[config.mk]
export PLATFORM = sky130hd
export DESIGN_NAME = stb_regs
export DESIGN_NICKNAME = d
export VERILOG_FILES = /design/src/design/stb_pkg.sv /design/src/design/stb_nvm.sv /design/src/design/stb_regs.sv
export VERILOG_INCLUDE_DIRS = /design/src /design/src/design
export SDC_FILE = /design/constraint.sdc
export NUM_CORES = 1
export LEC_CHECK = 0
export BUFFER_PORTS_ARGS = -buffer_cell sky130_fd_sc_hd__buf_2
export CAP_MARGIN = 15
export CORE_ASPECT_RATIO = 0.6
export CORE_MARGIN = 1
export CORE_UTILIZATION = 50
export CTS_CLUSTER_SIZE = 10
export DETAILED_ROUTE_END_ITERATION = 16
export GPL_TIMING_DRIVEN = 0
export PLACE_DENSITY = 0.7
export SLEW_MARGIN = 20
export SYNTH_ARGS = -nofsm -noshare
export SYNTH_HDL_FRONTEND = slang
export SYNTH_SLANG_ARGS = --single-unit
[constraint.sdc]
create_clock -name core_clk -period 2.74 [get_ports core_clk]
set_input_delay 0.411 -clock core_clk [delete_from_list [all_inputs] [get_ports core_clk]]
set_output_delay 0.411 -clock core_clk [all_outputs]
set_load 0.03 [all_outputs]
[src/design/stb_cfg.svh]
`ifndef STB_CFG_SVH
`define STB_CFG_SVH

// Address codes of the trim registers.
`define STB_ADDR_LOW_CLAMP 4'h1
`define STB_ADDR_HIGH_CLAMP 4'h2
`define STB_ADDR_QUIESCENT 4'h3
`define STB_ADDR_GAIN 4'h4
`define STB_ADDR_FILTER_CFG 4'h5
`define STB_ADDR_CUST_LOCK 4'h6
`define STB_ADDR_CONV_RESULT 4'h7
`define STB_ADDR_CONV_OFFSET 4'h8
`define STB_ADDR_OSC_TRIM 4'h9
`define STB_ADDR_LIN_TC 4'hB
`define STB_ADDR_QUAD_TC 4'hC
`define STB_ADDR_FACT_SET 4'hD
`define STB_ADDR_FACT_LOCK 4'hE
`define STB_ADDR_DESELECT 4'hF

// Field widths in bits.
`define STB_W_LOW_CLAMP 10
`define STB_W_HIGH_CLAMP 11
`define STB_W_QUIESCENT 11
`define STB_W_GAIN 14
`define STB_W_FILTER_CFG 6
`define STB_W_LOCK 1
`define STB_W_CONV 14
`define STB_W_CONV_OFFSET 5
`define STB_W_OSC_TRIM 5
`define STB_W_LIN_TC 6
`define STB_W_QUAD_TC 5
`define STB_W_FACT_SET 8
`define STB_W_DESELECT 12
`define STB_DATA_W 14

// Command codes.
`define STB_CMD_READ 3'h2
`define STB_CMD_WRITE 3'h3
`define STB_CMD_NV_PROGRAM 3'h4
`define STB_CMD_NV_ERASE 3'h5
`define STB_CMD_FACT_LOCK 3'h6
`define STB_CMD_CUST_LOCK 3'h7

// Value that deactivates the sensor.
`define STB_DESELECT_KEY 12'h80F

// Timing.
`define STB_CLK_HZ 25000000
`define STB_T_PROG_MS 100
`define STB_PROG_CYCLES (`STB_T_PROG_MS * (`STB_CLK_HZ / 1000))
`define STB_TIMER_W 22

`endif

[src/design/stb_pkg.sv]
package stb_pkg;
  `include "stb_cfg.svh"

  typedef struct packed {
    logic [`STB_W_LOW_CLAMP-1:0] low_clamp_level;
    logic [`STB_W_HIGH_CLAMP-1:0] high_clamp_level;
    logic [`STB_W_QUIESCENT-1:0] quiescent_output_level;
    logic [`STB_W_GAIN-1:0] gain_setting;
    logic [`STB_W_FILTER_CFG-1:0] filter_range_config;
    logic [`STB_W_LIN_TC-1:0] linear_temp_coeff;
    logic [`STB_W_QUAD_TC-1:0] quadratic_temp_coeff;
  } stb_cust_t;

  typedef enum logic [1:0] {
    STB_NV_IDLE,
    STB_NV_ERASE,
    STB_NV_PROGRAM,
    STB_NV_LOCK
  } stb_nv_op_t;

  typedef struct packed {
    stb_nv_op_t op;
    logic [`STB_TIMER_W-1:0] timer;
    stb_cust_t latch;
    stb_cust_t image;
    logic lock;
  } stb_nv_state_t;

  typedef struct packed {
    stb_cust_t ram;
    logic active;
    logic lock_active;
    logic rsp_valid;
    logic rsp_has_data;
    logic [`STB_DATA_W-1:0] rsp_data;
    logic act_meta;
    logic act_sync;
    logic act_prev;
    logic erase_go;
    logic program_go;
    logic lock_go;
  } stb_state_t;
endpackage : stb_pkg

[src/design/stb_nvm.sv]
`timescale 1ns/100ps
`include "stb_cfg.svh"

module stb_nvm
  import stb_pkg::*;
#(
  parameter int unsigned PROG_CYCLES = `STB_PROG_CYCLES,
  parameter stb_cust_t IMAGE_INIT = '0,
  parameter bit LOCK_INIT = 1'b0
) (
  // Clock and reset.
  input wire logic core_clk,
  input wire logic reset,
  // Requests, one-cycle pulses, ignored while busy.
  input wire logic erase_req,
  input wire logic program_req,
  input wire logic lock_req,
  input wire stb_cust_t ram_image,
  // Stored contents and busy flag.
  output stb_cust_t nv_image,
  output logic nv_lock,
  output logic nv_busy
);

  initial begin
    if (PROG_CYCLES < 1 || PROG_CYCLES >= (1 << `STB_TIMER_W)) begin
      $error("stb_nvm: PROG_CYCLES out of range");
    end
  end

  stb_nv_state_t st;
  stb_nv_state_t next_st;

  // Cells change only at the end of the programming time; erase clears,
  // program can only set bits, so an erase must come first.
  always_comb begin
    next_st = st;
    unique case (st.op)
      STB_NV_IDLE: begin
        next_st.timer = `STB_TIMER_W'(PROG_CYCLES - 1);
        if (erase_req) begin
          next_st.op = STB_NV_ERASE;
        end else if (program_req) begin
          next_st.op = STB_NV_PROGRAM;
          next_st.latch = ram_image;
        end else if (lock_req) begin
          next_st.op = STB_NV_LOCK;
        end
      end
      STB_NV_ERASE, STB_NV_PROGRAM, STB_NV_LOCK: begin
        if (st.timer != '0) begin
          next_st.timer = st.timer - `STB_TIMER_W'(1);
        end else begin
          next_st.op = STB_NV_IDLE;
          if (st.op == STB_NV_ERASE) begin
            next_st.image = '0;
          end else if (st.op == STB_NV_PROGRAM) begin
            next_st.image = st.image | st.latch;
          end else begin
            next_st.lock = 1'b1;
          end
        end
      end
    endcase
  end

  always_ff @(posedge core_clk) begin
    if (reset) begin
      st.op <= STB_NV_IDLE;
      st.timer <= '0;
      st.latch <= '0;
      st.image <= IMAGE_INIT;
      st.lock <= LOCK_INIT;
    end else begin
      st <= next_st;
    end
  end

  assign nv_image = st.image;
  assign nv_lock = st.lock;
  assign nv_busy = (st.op != STB_NV_IDLE);

endmodule : stb_nvm

[src/design/stb_regs.sv]
// Notes on behaviour
// - Signed-magnitude: leading bit sign, rest magnitude.
// - Two's complement: leading zero means positive.
// - Low clamp: 10 bits unsigned, code 1.
// - High clamp: 11 bits unsigned, code 2.
// - Quiescent output: 11-bit two's complement, code 3.
// - Gain: 14-bit signed-magnitude, code 4.
// - Linear temperature coefficient: 6-bit signed-magnitude, code 11.
// - Quadratic temperature coefficient: 5 bits, code 12.
// - Filter and range configuration: 6 bits, code 5.
// - Converter result at code 7 is read-only.
// - Writing 80F hex to code 15 deactivates.
// - Activate pulse or supply cycle reactivates.
// - Factory registers 8, 9, 13, 14 read-only.
// - Address field of erase and program ignored.
// - Erase and program act on all seven customer trim registers, not on the lock.
// - Customer lock takes effect after next power-up.
// - Codes: read 2, write 3, program 4, erase 5.
// - Write uses the trailing register-width data bits.
// - Read returns value in the leading data bits.
// - Fields travel most significant bit first.
`timescale 1ns/100ps
`include "stb_cfg.svh"

module stb_regs
  import stb_pkg::*;
#(
  parameter int unsigned PROG_CYCLES = `STB_PROG_CYCLES,
  parameter stb_cust_t CUST_INIT = '0,
  parameter logic [`STB_W_CONV_OFFSET-1:0] CONV_OFFSET = '0,
  parameter logic [`STB_W_OSC_TRIM-1:0] OSC_TRIM = '0,
  parameter logic [`STB_W_FACT_SET-1:0] FACT_SETTINGS = '0,
  parameter bit FACT_LOCK = 1'b1
) (
  // Clock and reset.
  input wire logic core_clk,
  input wire logic reset,
  // Supply switched off and on again, one-cycle pulse.
  input wire logic supply_cycle,
  // Activate pulse level seen on the output pin.
  input wire logic activate_pin,
  // Decoded telegram, valid for one cycle.
  input wire logic cmd_valid,
  input wire logic [2:0] cmd_code,
  input wire logic [3:0] cmd_addr,
  input wire logic [`STB_DATA_W-1:0] cmd_data,
  // Converter sample from the signal path.
  input wire logic [`STB_W_CONV-1:0] conv_sample,
  // Answer telegram contents.
  output logic rsp_valid,
  output logic rsp_has_data,
  output logic [`STB_DATA_W-1:0] rsp_data,
  // Status.
  output logic sensor_active,
  output logic customer_locked,
  output logic nv_busy,
  // Trim values towards the signal path.
  output logic [`STB_W_LOW_CLAMP-1:0] low_clamp_level,
  output logic [`STB_W_HIGH_CLAMP-1:0] high_clamp_level,
  output logic signed [`STB_W_QUIESCENT-1:0] quiescent_output_level,
  output logic signed [`STB_W_GAIN-1:0] gain_value,
  output logic [`STB_W_FILTER_CFG-1:0] filter_range_config,
  output logic signed [`STB_W_LIN_TC-1:0] linear_tc_value,
  output logic [`STB_W_QUAD_TC-1:0] quadratic_temp_coeff
);

  initial begin
    if (PROG_CYCLES < 1) begin
      $error("stb_regs: PROG_CYCLES must be at least one");
    end
  end

  // Moves a field of the given width into the leading bits of the word.
  function automatic logic [`STB_DATA_W-1:0] lead_align(
    input logic [`STB_DATA_W-1:0] value,
    input int unsigned width
  );
    lead_align = value << (`STB_DATA_W - width);
  endfunction : lead_align

  // Turns a signed-magnitude field of the given width into two's complement.
  function automatic logic [`STB_DATA_W-1:0] sm_to_tc(
    input logic [`STB_DATA_W-1:0] value,
    input int unsigned width
  );
    logic [`STB_DATA_W-1:0] mag;
    logic neg;
    mag = value & ((`STB_DATA_W'(1) << (width - 1)) - `STB_DATA_W'(1));
    neg = value[width-1];
    sm_to_tc = neg ? (~mag + `STB_DATA_W'(1)) : mag;
  endfunction : sm_to_tc

  stb_state_t st;
  stb_state_t next_st;
  stb_cust_t nv_image;
  logic nv_lock;
  logic [`STB_DATA_W-1:0] rd_word;
  logic [`STB_DATA_W-1:0] gain_tc;
  logic [`STB_DATA_W-1:0] lin_tc;
  logic activate_edge;
  logic write_ok;
  logic nv_ok;
  logic nv_pend;

  stb_nvm #(
    .PROG_CYCLES(PROG_CYCLES),
    .IMAGE_INIT(CUST_INIT),
    .LOCK_INIT(1'b0)
  ) u_nvm (
    .core_clk(core_clk),
    .reset(reset),
    .erase_req(st.erase_go),
    .program_req(st.program_go),
    .lock_req(st.lock_go),
    .ram_image(st.ram),
    .nv_image(nv_image),
    .nv_lock(nv_lock),
    .nv_busy(nv_busy)
  );

  assign activate_edge = st.act_sync & ~st.act_prev;
  // A request already handed to the storage counts as busy, so a second
  // one in the next cycle is refused instead of acknowledged and lost.
  assign nv_pend = st.erase_go | st.program_go | st.lock_go;
  assign write_ok = ~st.lock_active & ~nv_busy & ~nv_pend;
  assign nv_ok = write_ok;

  // Read data for the addressed register, leading-bit aligned.
  always_comb begin
    rd_word = '0;
    unique case (cmd_addr)
      `STB_ADDR_LOW_CLAMP: rd_word = lead_align(
        `STB_DATA_W'(st.ram.low_clamp_level), `STB_W_LOW_CLAMP);
      `STB_ADDR_HIGH_CLAMP: rd_word = lead_align(
        `STB_DATA_W'(st.ram.high_clamp_level), `STB_W_HIGH_CLAMP);
      `STB_ADDR_QUIESCENT: rd_word = lead_align(
        `STB_DATA_W'(st.ram.quiescent_output_level),
        `STB_W_QUIESCENT);
      `STB_ADDR_GAIN: rd_word = st.ram.gain_setting;
      `STB_ADDR_FILTER_CFG: rd_word = lead_align(
        `STB_DATA_W'(st.ram.filter_range_config),
        `STB_W_FILTER_CFG);
      `STB_ADDR_CUST_LOCK: rd_word = lead_align(
        `STB_DATA_W'(nv_lock), `STB_W_LOCK);
      `STB_ADDR_CONV_RESULT: rd_word = conv_sample;
      `STB_ADDR_CONV_OFFSET: rd_word = lead_align(
        `STB_DATA_W'(CONV_OFFSET), `STB_W_CONV_OFFSET);
      `STB_ADDR_OSC_TRIM: rd_word = lead_align(
        `STB_DATA_W'(OSC_TRIM), `STB_W_OSC_TRIM);
      `STB_ADDR_LIN_TC: rd_word = lead_align(
        `STB_DATA_W'(st.ram.linear_temp_coeff), `STB_W_LIN_TC);
      `STB_ADDR_QUAD_TC: rd_word = lead_align(
        `STB_DATA_W'(st.ram.quadratic_temp_coeff),
        `STB_W_QUAD_TC);
      `STB_ADDR_FACT_SET: rd_word = lead_align(
        `STB_DATA_W'(FACT_SETTINGS), `STB_W_FACT_SET);
      `STB_ADDR_FACT_LOCK: rd_word = lead_align(
        `STB_DATA_W'(FACT_LOCK), `STB_W_LOCK);
      default: rd_word = '0;
    endcase
  end

  always_comb begin
    next_st = st;
    next_st.rsp_valid = 1'b0;
    next_st.rsp_has_data = 1'b0;
    next_st.erase_go = 1'b0;
    next_st.program_go = 1'b0;
    next_st.lock_go = 1'b0;
    next_st.act_meta = activate_pin;
    next_st.act_sync = st.act_meta;
    next_st.act_prev = st.act_sync;

    if (cmd_valid && st.active) begin
      unique case (cmd_code)
        `STB_CMD_READ: begin
          next_st.rsp_valid = 1'b1;
          next_st.rsp_has_data = 1'b1;
          next_st.rsp_data = rd_word;
        end
        `STB_CMD_WRITE: begin
          if (write_ok) begin
            next_st.rsp_valid = 1'b1;
            next_st.rsp_data = '0;
            // Only the trailing bits of the data field are taken.
            unique case (cmd_addr)
              `STB_ADDR_LOW_CLAMP: next_st.ram.low_clamp_level =
                cmd_data[`STB_W_LOW_CLAMP-1:0];
              `STB_ADDR_HIGH_CLAMP: next_st.ram.high_clamp_level =
                cmd_data[`STB_W_HIGH_CLAMP-1:0];
              `STB_ADDR_QUIESCENT: next_st.ram.quiescent_output_level =
                cmd_data[`STB_W_QUIESCENT-1:0];
              `STB_ADDR_GAIN: next_st.ram.gain_setting =
                cmd_data[`STB_W_GAIN-1:0];
              `STB_ADDR_FILTER_CFG: next_st.ram.filter_range_config =
                cmd_data[`STB_W_FILTER_CFG-1:0];
              `STB_ADDR_LIN_TC: next_st.ram.linear_temp_coeff =
                cmd_data[`STB_W_LIN_TC-1:0];
              `STB_ADDR_QUAD_TC: next_st.ram.quadratic_temp_coeff =
                cmd_data[`STB_W_QUAD_TC-1:0];
              `STB_ADDR_CUST_LOCK: next_st.lock_go = cmd_data[0];
              `STB_ADDR_DESELECT: begin
                if (cmd_data[`STB_W_DESELECT-1:0] == `STB_DESELECT_KEY) begin
                  next_st.active = 1'b0;
                end
              end
              default: next_st.ram = st.ram;
            endcase
          end
        end
        `STB_CMD_NV_PROGRAM: begin
          // The address field plays no part here.
          if (nv_ok) begin
            next_st.rsp_valid = 1'b1;
            next_st.rsp_data = '0;
            next_st.program_go = 1'b1;
          end
        end
        `STB_CMD_NV_ERASE: begin
          if (nv_ok) begin
            next_st.rsp_valid = 1'b1;
            next_st.rsp_data = '0;
            next_st.erase_go = 1'b1;
          end
        end
        `STB_CMD_CUST_LOCK: begin
          if (nv_ok) begin
            next_st.rsp_valid = 1'b1;
            next_st.rsp_data = '0;
            next_st.lock_go = 1'b1;
          end
        end
        default: next_st.rsp_valid = 1'b0;
      endcase
    end

    // The lock written now only counts from the next power-up on.
    if (supply_cycle) begin
      next_st.ram = nv_image;
      next_st.lock_active = nv_lock;
      next_st.active = 1'b1;
      next_st.rsp_valid = 1'b0;
      next_st.erase_go = 1'b0;
      next_st.program_go = 1'b0;
      next_st.lock_go = 1'b0;
    end else if (activate_edge) begin
      next_st.active = 1'b1;
    end
  end

  always_ff @(posedge core_clk) begin
    if (reset) begin
      st.ram <= CUST_INIT;
      st.active <= 1'b1;
      st.lock_active <= 1'b0;
      st.rsp_valid <= 1'b0;
      st.rsp_has_data <= 1'b0;
      st.rsp_data <= '0;
      st.act_meta <= 1'b0;
      st.act_sync <= 1'b0;
      st.act_prev <= 1'b0;
      st.erase_go <= 1'b0;
      st.program_go <= 1'b0;
      st.lock_go <= 1'b0;
    end else begin
      st <= next_st;
    end
  end

  assign gain_tc = sm_to_tc(st.ram.gain_setting, `STB_W_GAIN);
  assign lin_tc = sm_to_tc(`STB_DATA_W'(st.ram.linear_temp_coeff),
    `STB_W_LIN_TC);

  assign rsp_valid = st.rsp_valid;
  assign rsp_has_data = st.rsp_has_data;
  assign rsp_data = st.rsp_data;
  assign sensor_active = st.active;
  assign customer_locked = st.lock_active;
  assign low_clamp_level = st.ram.low_clamp_level;
  assign high_clamp_level = st.ram.high_clamp_level;
  assign quiescent_output_level = st.ram.quiescent_output_level;
  assign gain_value = gain_tc;
  assign filter_range_config = st.ram.filter_range_config;
  assign linear_tc_value = lin_tc[`STB_W_LIN_TC-1:0];
  assign quadratic_temp_coeff = st.ram.quadratic_temp_coeff;

endmodule : stb_regs

## Word level (Yosys, flattened, before mapping)

Cells that the tools add are included.

- Flip-flop bits (word level): 238
- Output and inout bits: 82
- Logic and storage cells: 149
- Bits of input ports: 40

- Equality and inequality tests: 24
- Multiplexer cells: 32
- Reductions and logical operators: 36
- Add/subtract/negate cells: 3
- Bitwise operators: 19

Operators with widths:

| kind | count |
|---|---|
| 64-bit 2-to-1 mux | 3 |
| 63-bit 2-to-1 mux | 3 |
| 14-bit one-hot mux with 10 select lines | 1 |
| 63-bit OR | 1 |
| 24-bit one-hot mux with 2 select lines | 1 |
| 14-bit 2-to-1 mux | 3 |
| 4-bit AND reduction | 8 |
| 14-bit one-hot mux with 2 select lines | 1 |
| 2-bit nonzero test | 13 |
| 11-bit 2-to-1 mux | 2 |
| 22-bit 2-to-1 mux | 1 |
| 22-bit nonzero test | 1 |
| 22-bit by 1-bit subtractor with 22-bit output (second input constant) | 1 |
| 6-bit 2-to-1 mux | 3 |
| 4-bit by 3-bit == test with 1-bit output (second input constant) | 4 |
| 4-bit == test (second input constant) | 4 |
| 14-bit by 1-bit adder with 14-bit output (second input constant) | 1 |
| 13-bit NOT with 14-bit output | 1 |
| 12-bit == test (second input constant) | 1 |
| 4-bit OR reduction | 3 |
| 1-bit NOT | 11 |
| 10-bit 2-to-1 mux | 1 |
| 3-bit == test (second input constant) | 3 |
| 3-bit AND reduction | 3 |
| other kinds (22) | 40 |

## Depth between registers and ports, before layout

Gate-level depths: netlist of the first run.

- Depth in word-level cells: 8
- Gate-level depth with buffers: 11
- Depth with buffers taken out: 7

## By module

From an unflattened synthesis of the first run, not the netlist that was laid out.

- Cells, all modules: 1320
- Area, all modules: 11160.7 um2

By module, submodules not included:

| module | sequential area each (um2) | instances | cells each | area each (um2) |
|---|---|---|---|---|
| stb_nvm | 3022.9 | 1 | 697 | 5816.8 |
| stb_regs | 1741.7 | 1 | 623 | 5343.9 |

## Least setup slack after synthesis of the first run

Ideal clock, no wire load.

- Path kind: register -> register
- Start point: register u_nvm.st[127] (netlist bit)
- End point: register u_nvm.st, in the netlist u_nvm.nv_image[0]
- Data arrival time: 2327 ps
- Required time: 2623 ps
- Buffers on the path: 4
- Period minus slack after synthesis: 2444 ps
- Library setup time: 117 ps
- Cell stages (with the launch flop): 12
- Setup slack: 296 ps
- Cells stage by stage: dfxtp_1 inv_1 ha_1 or3b_1 clkbuf_1 or3_1 clkbuf_1 nor4_4 a21o_1 buf_2 buf_2 nor2_1

- Word-level cells in the longest chain between the ends: 3

RTL lines:

| what | RTL line | source |
|---|---|---|
| start: declaration | stb_nvm.sv:31 | `stb_nv_state_t st;` |
| start signal: assignment | stb_nvm.sv:75 | `st <= next_st;` |
| 22-bit nonzero test | stb_nvm.sv:51 | `if (st.timer != '0) begin` |
| 1-bit NOT (no line) | n/a |  |
| 3-bit AND reduction (no line) | n/a |  |

Every way passes these cells.
A chain may end at the register's enable or synchronous reset.

## Worst setup path in the final report of the first run

- Start point: register st[43] (netlist bit)
- End point: output gain_value[11]

- Word-level cells in the longest chain between the ends: 3

RTL lines:

| what | RTL line | source |
|---|---|---|
| start: declaration | stb_regs.sv:93 | `stb_state_t st;` |
| start signal: assignment | stb_regs.sv:266 | `st <= next_st;` |
| 13-bit NOT with 14-bit output | stb_regs.sv:90 | `` sm_to_tc = neg ? (~mag + `STB_DATA_W'(1)) : mag; `` |
| 14-bit by 1-bit adder with 14-bit output | stb_regs.sv:90 |  |
| 14-bit 2-to-1 mux | stb_regs.sv:90 |  |
| end: declaration | stb_regs.sv:61 | `` output logic signed [`STB_W_GAIN-1:0] gain_value, `` |

Every way passes these cells.

==> flow_summary.toml, run 1 <==
[outcome]
status = "complete, no violations"

[setup_path]
crit_path_start_kind = "flip-flop"
cp.arrival_ns = 2.24
r2r_end = "filter_range_config[0]"
critical_path_class = "reg -> out"
crit_chain = "nor4_4, nand2_1, or3_1, o31ai_2, xnor2_1, buf_2"
slowest_delay_ns = 0.39
reg2reg_depth = 9
cp_max_fo = 8
crit_slowest_cell = "dfxtp_2"
rr_startpoint = "u_nvm.st[149]"
startpoint = "st[43]"
setup.reg_to_reg.worst_slack_ns = 0.10
crit_required_ns = 2.33
endpoint_kind = "primary output"

[timing]
hold_violations = 0
grt_setup_unrepaired = "yes"
final.period_utilization_pct = 96.7
slew_headroom_pct = 32.8
tightest_slew_ns = 0.994
post-route-min-period_ns = 2.65
timing.fmax_mhz = 377
setup_violations = 0
clock_skew_ns = 0.0167
tns_ns = 0
drv_slew = 0
worst_slack_ns = 0.0896
whs_ns = 0.102

[die]
start_util_pct = 51.5
ios = 122
dieWidth_um = 188
die_y_um = 114
fp.coreArea_um2 = 20200
dieArea_um2 = 21400
rows = 40

[logic_synthesis]
yosysMostFrequentCell = "nand2_1"
synth_ff_type = "dfxtp_1"
synth_common_cells = "nand2_1 (251), dfxtp_1 (238), a21oi_1 (165)"
ys_async_sr_fraction_pct = 0
synth_cell_types = 58
postSynthAreaPerCell_um2 = 8.10
yosysTopAreaCellShare_pct = 45.8
ys_seq_area_share_pct = 45.8
synth_enable_flop_cells = 0
synth_nets = 1332
syn_area_um2 = 10400
yosys_warnings = 0
yosys.area.top_type = "dfxtp_1"
ys_seq_elements = 238
synthTopCellsByArea = "dfxtp_1 (46%), nand2_1 (9.0%), a21oi_1 (7.9%), nor2_1 (4.6%), buf_4 (4.3%)"
syn_inst = 1285

[power]
pwr-share-comb_pct = 15.8
power_density_nw_per_um2 = 658
p_clk_share_pct = 38.3
peakVddDrop_uv = 439
switching_share_pct = 29.0
finalPower_mw = 8.01
p_sw_mw = 2.32
seq_power_share_pct = 45.9
internal-power_mw = 5.69
leakage_nw = 4.75

[routing]
antenna_left = 0
wirelength_mm = 36.4
avgViaCountPerCell = 5.99
drtIter0Drc = 1337
dr.pass1.iters = 8
avgRoutedWirePerCell_um = 21.4
vias = 10200
drcViolationCount = 0

[clock_network]
cts_buffers = 27
cts_sinks = 238
cts.clk_slew.worst_paths_ns = 0.05
clockBufferDepth = 3
root_buffer = "clkbuf_16"
cts_hold_buf = 0
clock_latency_ns = 0.53
htreeDepth = 1
tritoncts = "done"

[global_routing]
gr-usage-all-layers_pct = 33.7
grt_pass1_vias = 9198
grt_pass1_wl_mm = 54.8
grt_start_max_net_pins = 14
overflow = 0
antenna_found_initial = 1

[cells_and_area]
diodes = 0
design_area_um2 = 12200
fill_cells = 1934
regArea_um2 = 4770
multi_input_area_um2 = 4860
stdcell_count = 1705
synthToLayoutAreaGrowth_pct = 16.9
nets = 1479
final_util_pct = 60.2
drive_gt1_share_pct = 18.2

[placed_design]
placed_area_um2 = 11400
dpl.cell_count = 1676
pre_cts_slack_ns = -0.845
hpwlAfterDp_mm = 26.6
io_buffers = 117
globalplace.congestion = 0.980

[min_path]
min_path_cells = 2
holdPathEnd = "next_st[4]"
min_path_type = "in -> reg"
worstHoldStart = "activate_pin"

[flow_run]
drv_cap = 0
-- cell type report --
class,count,area share (%)
Buffer,139,6.63
Clock inverter,1,0.0719
Timing Repair Buffer,123,5.21
Tap cell,273,2.81
Sequential cell,238,39.2
Clock buffer,28,5.66
Inverter,16,0.493
Multi-Input combinational cell,887,40.0
-- worst max path at each step --
| stage | end | cells after the start |
|---|---|---|
| after floorplan | u_nvm.nv_image[0] | 11 |
| after global placement | u_nvm.nv_image[41] | 11 |
| after detailed placement | u_nvm.nv_image[62] | 11 |
| after CTS | u_nvm.nv_image[50] | 11 |
| after global routing | low_clamp_level[5] | 7 |
| final | gain_value[11] | 6 |
-- power groups by stage --
| stage | combinational, mW | clock [mW] | sequential [mW] |
|---|---|---|---|
| 2_1_floorplan | 0.843 | 0 | 3.71 |
| 3_3_place_gp | 1.20 | 0 | 3.74 |
| 3_5_place_dp | 1.22 | 0 | 3.74 |
| 4_1_cts | 1.23 | 3.08 | 3.67 |
| 5_1_grt | 1.36 | 3.23 | 3.69 |
| 6_report | 1.26 | 3.07 | 3.68 |
-- cells in the final DEF, fill, tap and decap left out, types with 6 or more instances in the layout --
| cell type | Yosys | routed |
|---|---|---|
| a22o_1 | 9 | 9 |
| nand3_1 | 23 | 22 |
| nor2b_1 | 14 | 14 |
| a22oi_1 | 37 | 37 |
| and3_1 | 10 | 10 |
| dfxtp_1 | 238 | 235 |
| ha_1 | 7 | 7 |
| buf_4 | 59 | 71 |
| xor2_1 | 9 | 9 |
| clkbuf_16 | 0 | 27 |
| nor2_1 | 127 | 126 |
| nand2b_1 | 7 | 7 |
| inv_1 | 15 | 15 |
| nand4_1 | 7 | 7 |
| mux2_2 | 6 | 6 |
| or3_1 | 12 | 12 |
| xnor2_1 | 16 | 16 |
| o21ai_0 | 34 | 34 |
| a31oi_1 | 9 | 9 |
| a21oi_1 | 165 | 164 |
| a311oi_1 | 23 | 23 |
| buf_2 | 15 | 120 |
| a32oi_1 | 11 | 11 |
| clkbuf_1 | 65 | 58 |
| nand2_1 | 251 | 250 |
| mux2i_1 | 8 | 8 |
| a221oi_1 | 7 | 7 |
| nor3_1 | 19 | 18 |
| o31ai_1 | 11 | 9 |
| nand3b_1 | 7 | 7 |
-- flip-flops by register name (all words and copies together), names as in the netlist --
| name | flops |
|---|---|
| u_nvm.nv_image | 63 |
| sensor_active | 1 |
| quiescent_output_level | 11 |
| rsp_valid | 1 |
| customer_locked | 1 |
| high_clamp_level | 11 |
| st | 24 |
| u_nvm.nv_lock | 1 |
| next_st | 2 |
| u_nvm.st | 87 |
| low_clamp_level | 10 |
| rsp_data | 14 |
| filter_range_config | 6 |
| rsp_has_data | 1 |
| quadratic_temp_coeff | 5 |
-- kinds of logic after synthesis --
logic type / count (synthesis) / share of synthesized area [%]
compound gates: 324 / 19.3
xor+xnor: 25 / 2.10
buf+inv: 160 / 8.07
simple gates: 516 / 22.3
mux: 15 / 1.63
fa+ha+maj: 7 / 0.841
flops: 238 / 45.8
-- critical path: cells and delay by family, from the launching register on --
family	cells	cell delay [ns]
simple gates	3	0.77
flops	1	0.39
compound gates	1	0.21
buf+inv	1	0.21
xor+xnor	1	0.14
-- metal layers --
metal	track usage, %	vias to the layer above	share of wire [%]
li1	-	4696	-
met1	49.5	4849	44
met2	47.6	607	40
met3	10.2	66	13
met4	8.82	0	2.5
met5	0	-	0
-- timing repair --
item / in CTS / in global routing
pin swaps: 2 / 1
resized for setup: 17 / 16
setup buffers: 4 / 1
setup endpoints to repair: 106 / 95
Note: power is estimated with default switching activity, not from simulation.
==> run 2, diff against run 1 <==
CORE_MARGIN = unset   (was 1)
CTS_BUF_LIST = sky130_fd_sc_hd__clkbuf_8   (was unset)
clock period = 3.15 ns   (was 2.74 ns; I/O delays follow)
==> run 2 against run 1 <==
First-iteration DRC count down 2.2%. Worst hold slack better by 0.066 ns. Sequential share of layout area up 0.23 points. Clock power down 16%. Wire length up 1.2%. Cell count up 2.1%. Largest power group unchanged.
==> flow_summary.toml, run 2 (synthesized netlist as in run 1, its figures left out) <==
[outcome]
status = "complete, no violations"

[routing]
vias = 10400
drcViolationCount = 0
wirelength_mm = 36.8
antenna_left = 0
dr.pass1.iters = 6
avgRoutedWirePerCell_um = 21.2
drtIter0Drc = 1307
avgViaCountPerCell = 5.95

[placed_design]
io_buffers = 117
placed_area_um2 = 11400
hpwlAfterDp_mm = 26.6
pre_cts_slack_ns = -0.435
globalplace.congestion = 0.980

[die]
ios = 122
start_util_pct = 51.5
dieWidth_um = 188
die_y_um = 114
rows = 40
dieArea_um2 = 21400
fp.coreArea_um2 = 20200

[min_path]
holdPathEnd = "next_st[4]"
min_path_type = "in -> reg"
min_path_cells = 2
worstHoldStart = "activate_pin"

[timing]
tightest_slew_ns = 0.992
hold_violations = 0
post-route-min-period_ns = 3.04
setup_violations = 0
slew_headroom_pct = 33.0
final.period_utilization_pct = 96.4
timing.fmax_mhz = 329
tns_ns = 0
grt_setup_unrepaired = "no"
whs_ns = 0.168
drv_slew = 0
clock_skew_ns = 0.0173
worst_slack_ns = 0.113

[setup_path]
crit_required_ns = 3.55
crit_top_cell = "inv_1"
setup.reg_to_reg.worst_slack_ns = 0.11
crit_chain = "inv_1, ha_1, or4b_1, clkbuf_1, nor4_4, buf_2, a21oi_1, a222oi_1, inv_1"
endpoint_kind = "flip-flop"
critical_path_class = "reg -> reg"
cp.arrival_ns = 3.44
rr_startpoint = "u_nvm.st[149]"
crit_path_start_kind = "flip-flop"
slowest_delay_ns = 0.53
cp_max_fo = 10
r2r_end = "filter_range_config[0]"
crit_slowest_cell = "nor4_4"
reg2reg_depth = 9

[global_routing]
grt_pass1_vias = 9321
grt_start_max_net_pins = 11
overflow = 0
gr-usage-all-layers_pct = 34.0
grt_pass1_wl_mm = 55.4
antenna_found_initial = 3

[clock_network]
clockBufferDepth = 3
cts_buffers = 37
htreeDepth = 2
tritoncts = "done"
clock_latency_ns = 0.53
cts.clk_slew.worst_paths_ns = 0.07
cts_sinks = 238
root_buffer = "clkbuf_8"

[cells_and_area]
layout_commonest_cell = "nand2_1"
drive_gt1_share_pct = 18.3
mostFrequentLayoutCells = "nand2_1 (251), dfxtp_1 (238), a21oi_1 (165), buf_2 (132), nor2_1 (126)"
design_area_um2 = 12100
nets = 1490
synthToLayoutAreaGrowth_pct = 16.1
final_util_pct = 59.8
top_register = "u_nvm.st"
diodes = 0
largest_register_ffs = 87

[power]
leakage_nw = 4.80
power_density_nw_per_um2 = 566
peakVddDrop_uv = 294

[flow_run]
drv_cap = 0
==> run 2: changes by cell type in the layout (fill, tap and decap cells not counted), moves of 2 or more <==
cell       previous run  this run
dfxtp_2               3         0
dfxtp_1             235       238
buf_4                71        61
o31ai_2               2         0
clkbuf_8              1        48
o31ai_1               9        11
inv_1                15        28
buf_2               120       132
clkbuf_4              5         0
clkbuf_1             58        63
clkbuf_16            27         0
clkbuf_2              0         2
buf_6                 3         0
==> run 2: metal layers <==
layer	share of wire [%]	vias to the layer above	track usage (%)
met3	14	85	10.0
met1	44	4892	50.6
met2	39	637	47.6
met5	0	-	0
li1	-	4738	-
met4	2.4	0	8.60
==> run 2: repair_timing <==
action,CTS,global route
hold buffers,0,0
pin swaps,1,1
gates resized for setup,0,5
setup endpoints to repair,63,18
buffers inserted,1,0
==> run 2: metrics by stage <==
step / power (mW) / std cells
CTS: 6.82 / 1740
global placement: 4.30 / 1675
floorplan: 3.96 / 1285
finish: 6.85 / 1740
global route: 7.11 / 1740
detailed placement: 4.31 / 1676
==> run 2: layout make-up <==
cell class,instances,area [µm²]
multi-input cells,887,4820
plain buffers,144,783
well taps,273,342
repair buffers,119,601
clock inverters,15,61.3
fillers,1956,8130
flip-flops and latches,238,4760
inverters,16,60.1
clock buffers,48,661
==> run 2: report_power, final <==
group	switching, mW	internal (mW)	total [mW]
combinational	0.768	0.321	1.09
clock	1.21	1.36	2.57
sequential	0.0966	3.10	3.19
total	2.08	4.77	6.85
==> run 2: worst max-delay path by stage <==
| stage | startpoint | to | cells after the start |
|---|---|---|---|
| finish | u_nvm.st[149] | filter_range_config[0] | 9 |
| CTS | st[43] | gain_value[11] | 7 |
| global route | u_nvm.st[128] | u_nvm.nv_image[3] | 11 |
| floorplan | u_nvm.st[127] | u_nvm.nv_image[0] | 11 |
| global placement | u_nvm.st[127] | u_nvm.nv_image[41] | 11 |
| detailed placement | u_nvm.st[128] | u_nvm.nv_image[62] | 11 |
==> run 2: worst max-delay path: cells and delay by family, from the launching register on <==
kind	cells	cell delay, ns
and+or+nand+nor	2	0.97
buffers and inverters	4	0.80
AOI/OAI and AO/OA	2	0.60
DFF	1	0.33
adders and majority gates	1	0.21
==> run 3, diff against run 2 <==
REMOVE_ABC_BUFFERS = 1   (was unset)
==> run 3 against run 2 <==
Critical path depth shrank 3. Wire length shrank 12%. Clock skew shrank 0.0087 ns. Non-clock buffer count shrank 116. Critical path type is now reg -> out. Die area is the same. Maximum frequency grew 3.1%. Cell count shrank 6.6%. Clock power grew 7%. Sequential share of layout area grew 1.4 points.
==> flow_summary.toml, run 3 (synthesized netlist as in run 1, its figures left out) <==
[outcome]
status = "complete, no violations"

[die]
dieWidth_um = 188
start_util_pct = 51.5
die_y_um = 114
dieArea_um2 = 21400
ios = 122
fp.coreArea_um2 = 20200
rows = 40

[setup_path]
crit_chain = "nor4_2, nand2_1, or3_1, o31ai_1, xnor2_1, buf_2"
cp_max_fo = 7
slowest_delay_ns = 0.43
critical_path_class = "reg -> out"
reg2reg_depth = 8
crit_required_ns = 2.68
r2r_end = "st[54]"
crit_slowest_cell = "dfxtp_1"
crit_path_start_kind = "flip-flop"
setup.reg_to_reg.worst_slack_ns = 0.30
rr_startpoint = "u_nvm.st[149]"
cp.arrival_ns = 2.47
endpoint_kind = "primary output"

[power]
power_density_nw_per_um2 = 597
finalPower_mw = 6.98
peakVddDrop_uv = 332
leakage_nw = 4.51

[timing]
drv_slew = 0
final.period_utilization_pct = 93.5
hold_violations = 0
post-route-min-period_ns = 2.95
clock_skew_ns = 0.00867
tightest_slew_ns = 1.13
slew_headroom_pct = 23.5
setup_violations = 0
grt_setup_unrepaired = "no"
whs_ns = 0.177
timing.fmax_mhz = 339

[clock_network]
clock_latency_ns = 0.52
cts_hold_buf = 0
cts_buffers = 37
cts.clk_slew.worst_paths_ns = 0.06
htreeDepth = 2
cts_sinks = 238
tritoncts = "done"
clockBufferDepth = 3
root_buffer = "clkbuf_8"

[placed_design]
globalplace.congestion = 0.904
io_buffers = 121
hpwlAfterDp_mm = 22.2

[routing]
wirelength_mm = 32.4
drcViolationCount = 0
avgRoutedWirePerCell_um = 19.9
drtIter0Drc = 1230
antenna_left = 0
vias = 9628
dr.pass1.iters = 7
avgViaCountPerCell = 5.92

[flow_run]
drv_cap = 0

[global_routing]
gr-usage-all-layers_pct = 29.9
grt_start_max_net_pins = 95
grt_pass1_vias = 8672
grt_pass1_wl_mm = 50.0
antenna_found_initial = 1
overflow = 0

[min_path]
worstHoldStart = "activate_pin"
min_path_type = "in -> reg"
min_path_cells = 2
holdPathEnd = "next_st[4]"

[cells_and_area]
synthToLayoutAreaGrowth_pct = 12.2
nets = 1374
top_register = "u_nvm.st"
final_util_pct = 57.8
mostFrequentLayoutCells = "nand2_1 (251), dfxtp_1 (238), a21oi_1 (165), nor2_1 (126), buf_2 (120)"
largest_register_ffs = 87
drive_gt1_share_pct = 16.9
layout_commonest_cell = "nand2_1"
diodes = 0
-- run 3: cell count changes in the layout (fill, tap and decap cells not counted), moves of 6 or more --
cell | previous run | this run
clkbuf_1 | 63 | 0
buf_4 | 61 | 14
buf_2 | 132 | 120
buf_6 | 0 | 6
clkbuf_8 | 48 | 54
-- run 3: per-layer routing --
metal | part of all wire, % | track usage, %
met2 | 40 | 41.9
met3 | 11 | 6.49
met5 | 0 | 0
met4 | 2.0 | 7.80
met1 | 46 | 45.7
-- run 3: area by class of cell --
class | instances | area (µm²)
clock buffer | 54 | 743
clock inverter | 10 | 42.5
fill | 1864 | 8530
inverter | 16 | 60.1
multi-input combinational | 887 | 4840
sequential | 238 | 4760
tap | 273 | 342
timing repair buffer | 147 | 896
-- run 3: worst max-delay path: cells and delay by family, from the launching register on --
family                 cells  cell delay (ns)
AO/OA/AOI/OAI              1             0.28
flip-flops                 1             0.43
buffers and inverters      1             0.21
AND/OR/NAND/NOR            3             0.88
XOR/XNOR                   1             0.15
-- run 3: how the worst max path moves through the flow --
stage | start | end
global route | st[44] | gain_value[11]
floorplan | u_nvm.st[149] | u_nvm.st[100]
detailed placement | u_nvm.st[149] | st[53]
finish | st[44] | gain_value[11]
CTS | u_nvm.st[149] | st[54]
global placement | u_nvm.st[149] | u_nvm.st[119]
-- run 3: where the power goes --
part           switching [mW]  internal, mW
Sequential              0.105          3.10
Clock                    1.24          1.51
Combinational           0.735         0.303
Total                    2.08          4.91
-- run 3: metrics by stage --
| stage | setup WS, ns | area, µm² | TNS [ns] | std cells |
|---|---|---|---|---|
| 2_1_floorplan | -1.34 | 9630 | -156.63 | 1141 |
| 5_1_grt | 0.0243 | 11700 | 0 | 1625 |
| 3_3_place_gp | -4.43 | 10600 | -516.15 | 1535 |
| 6_report | 0.203 | 11700 | 0 | 1625 |
| 4_1_cts | 0.00436 | 11600 | 0 | 1618 |
| 3_5_place_dp | -0.0516 | 10800 | -0.199 | 1554 |
-- run 3: repair_timing --
| action | CTS | global route |
|---|---|---|
| gates cloned | 0 | 0 |
| endpoints found under the setup margin | 12 | 70 |
| pin swaps | 1 | 2 |
| gates resized for setup | 0 | 1 |
| buffers inserted | 0 | 7 |
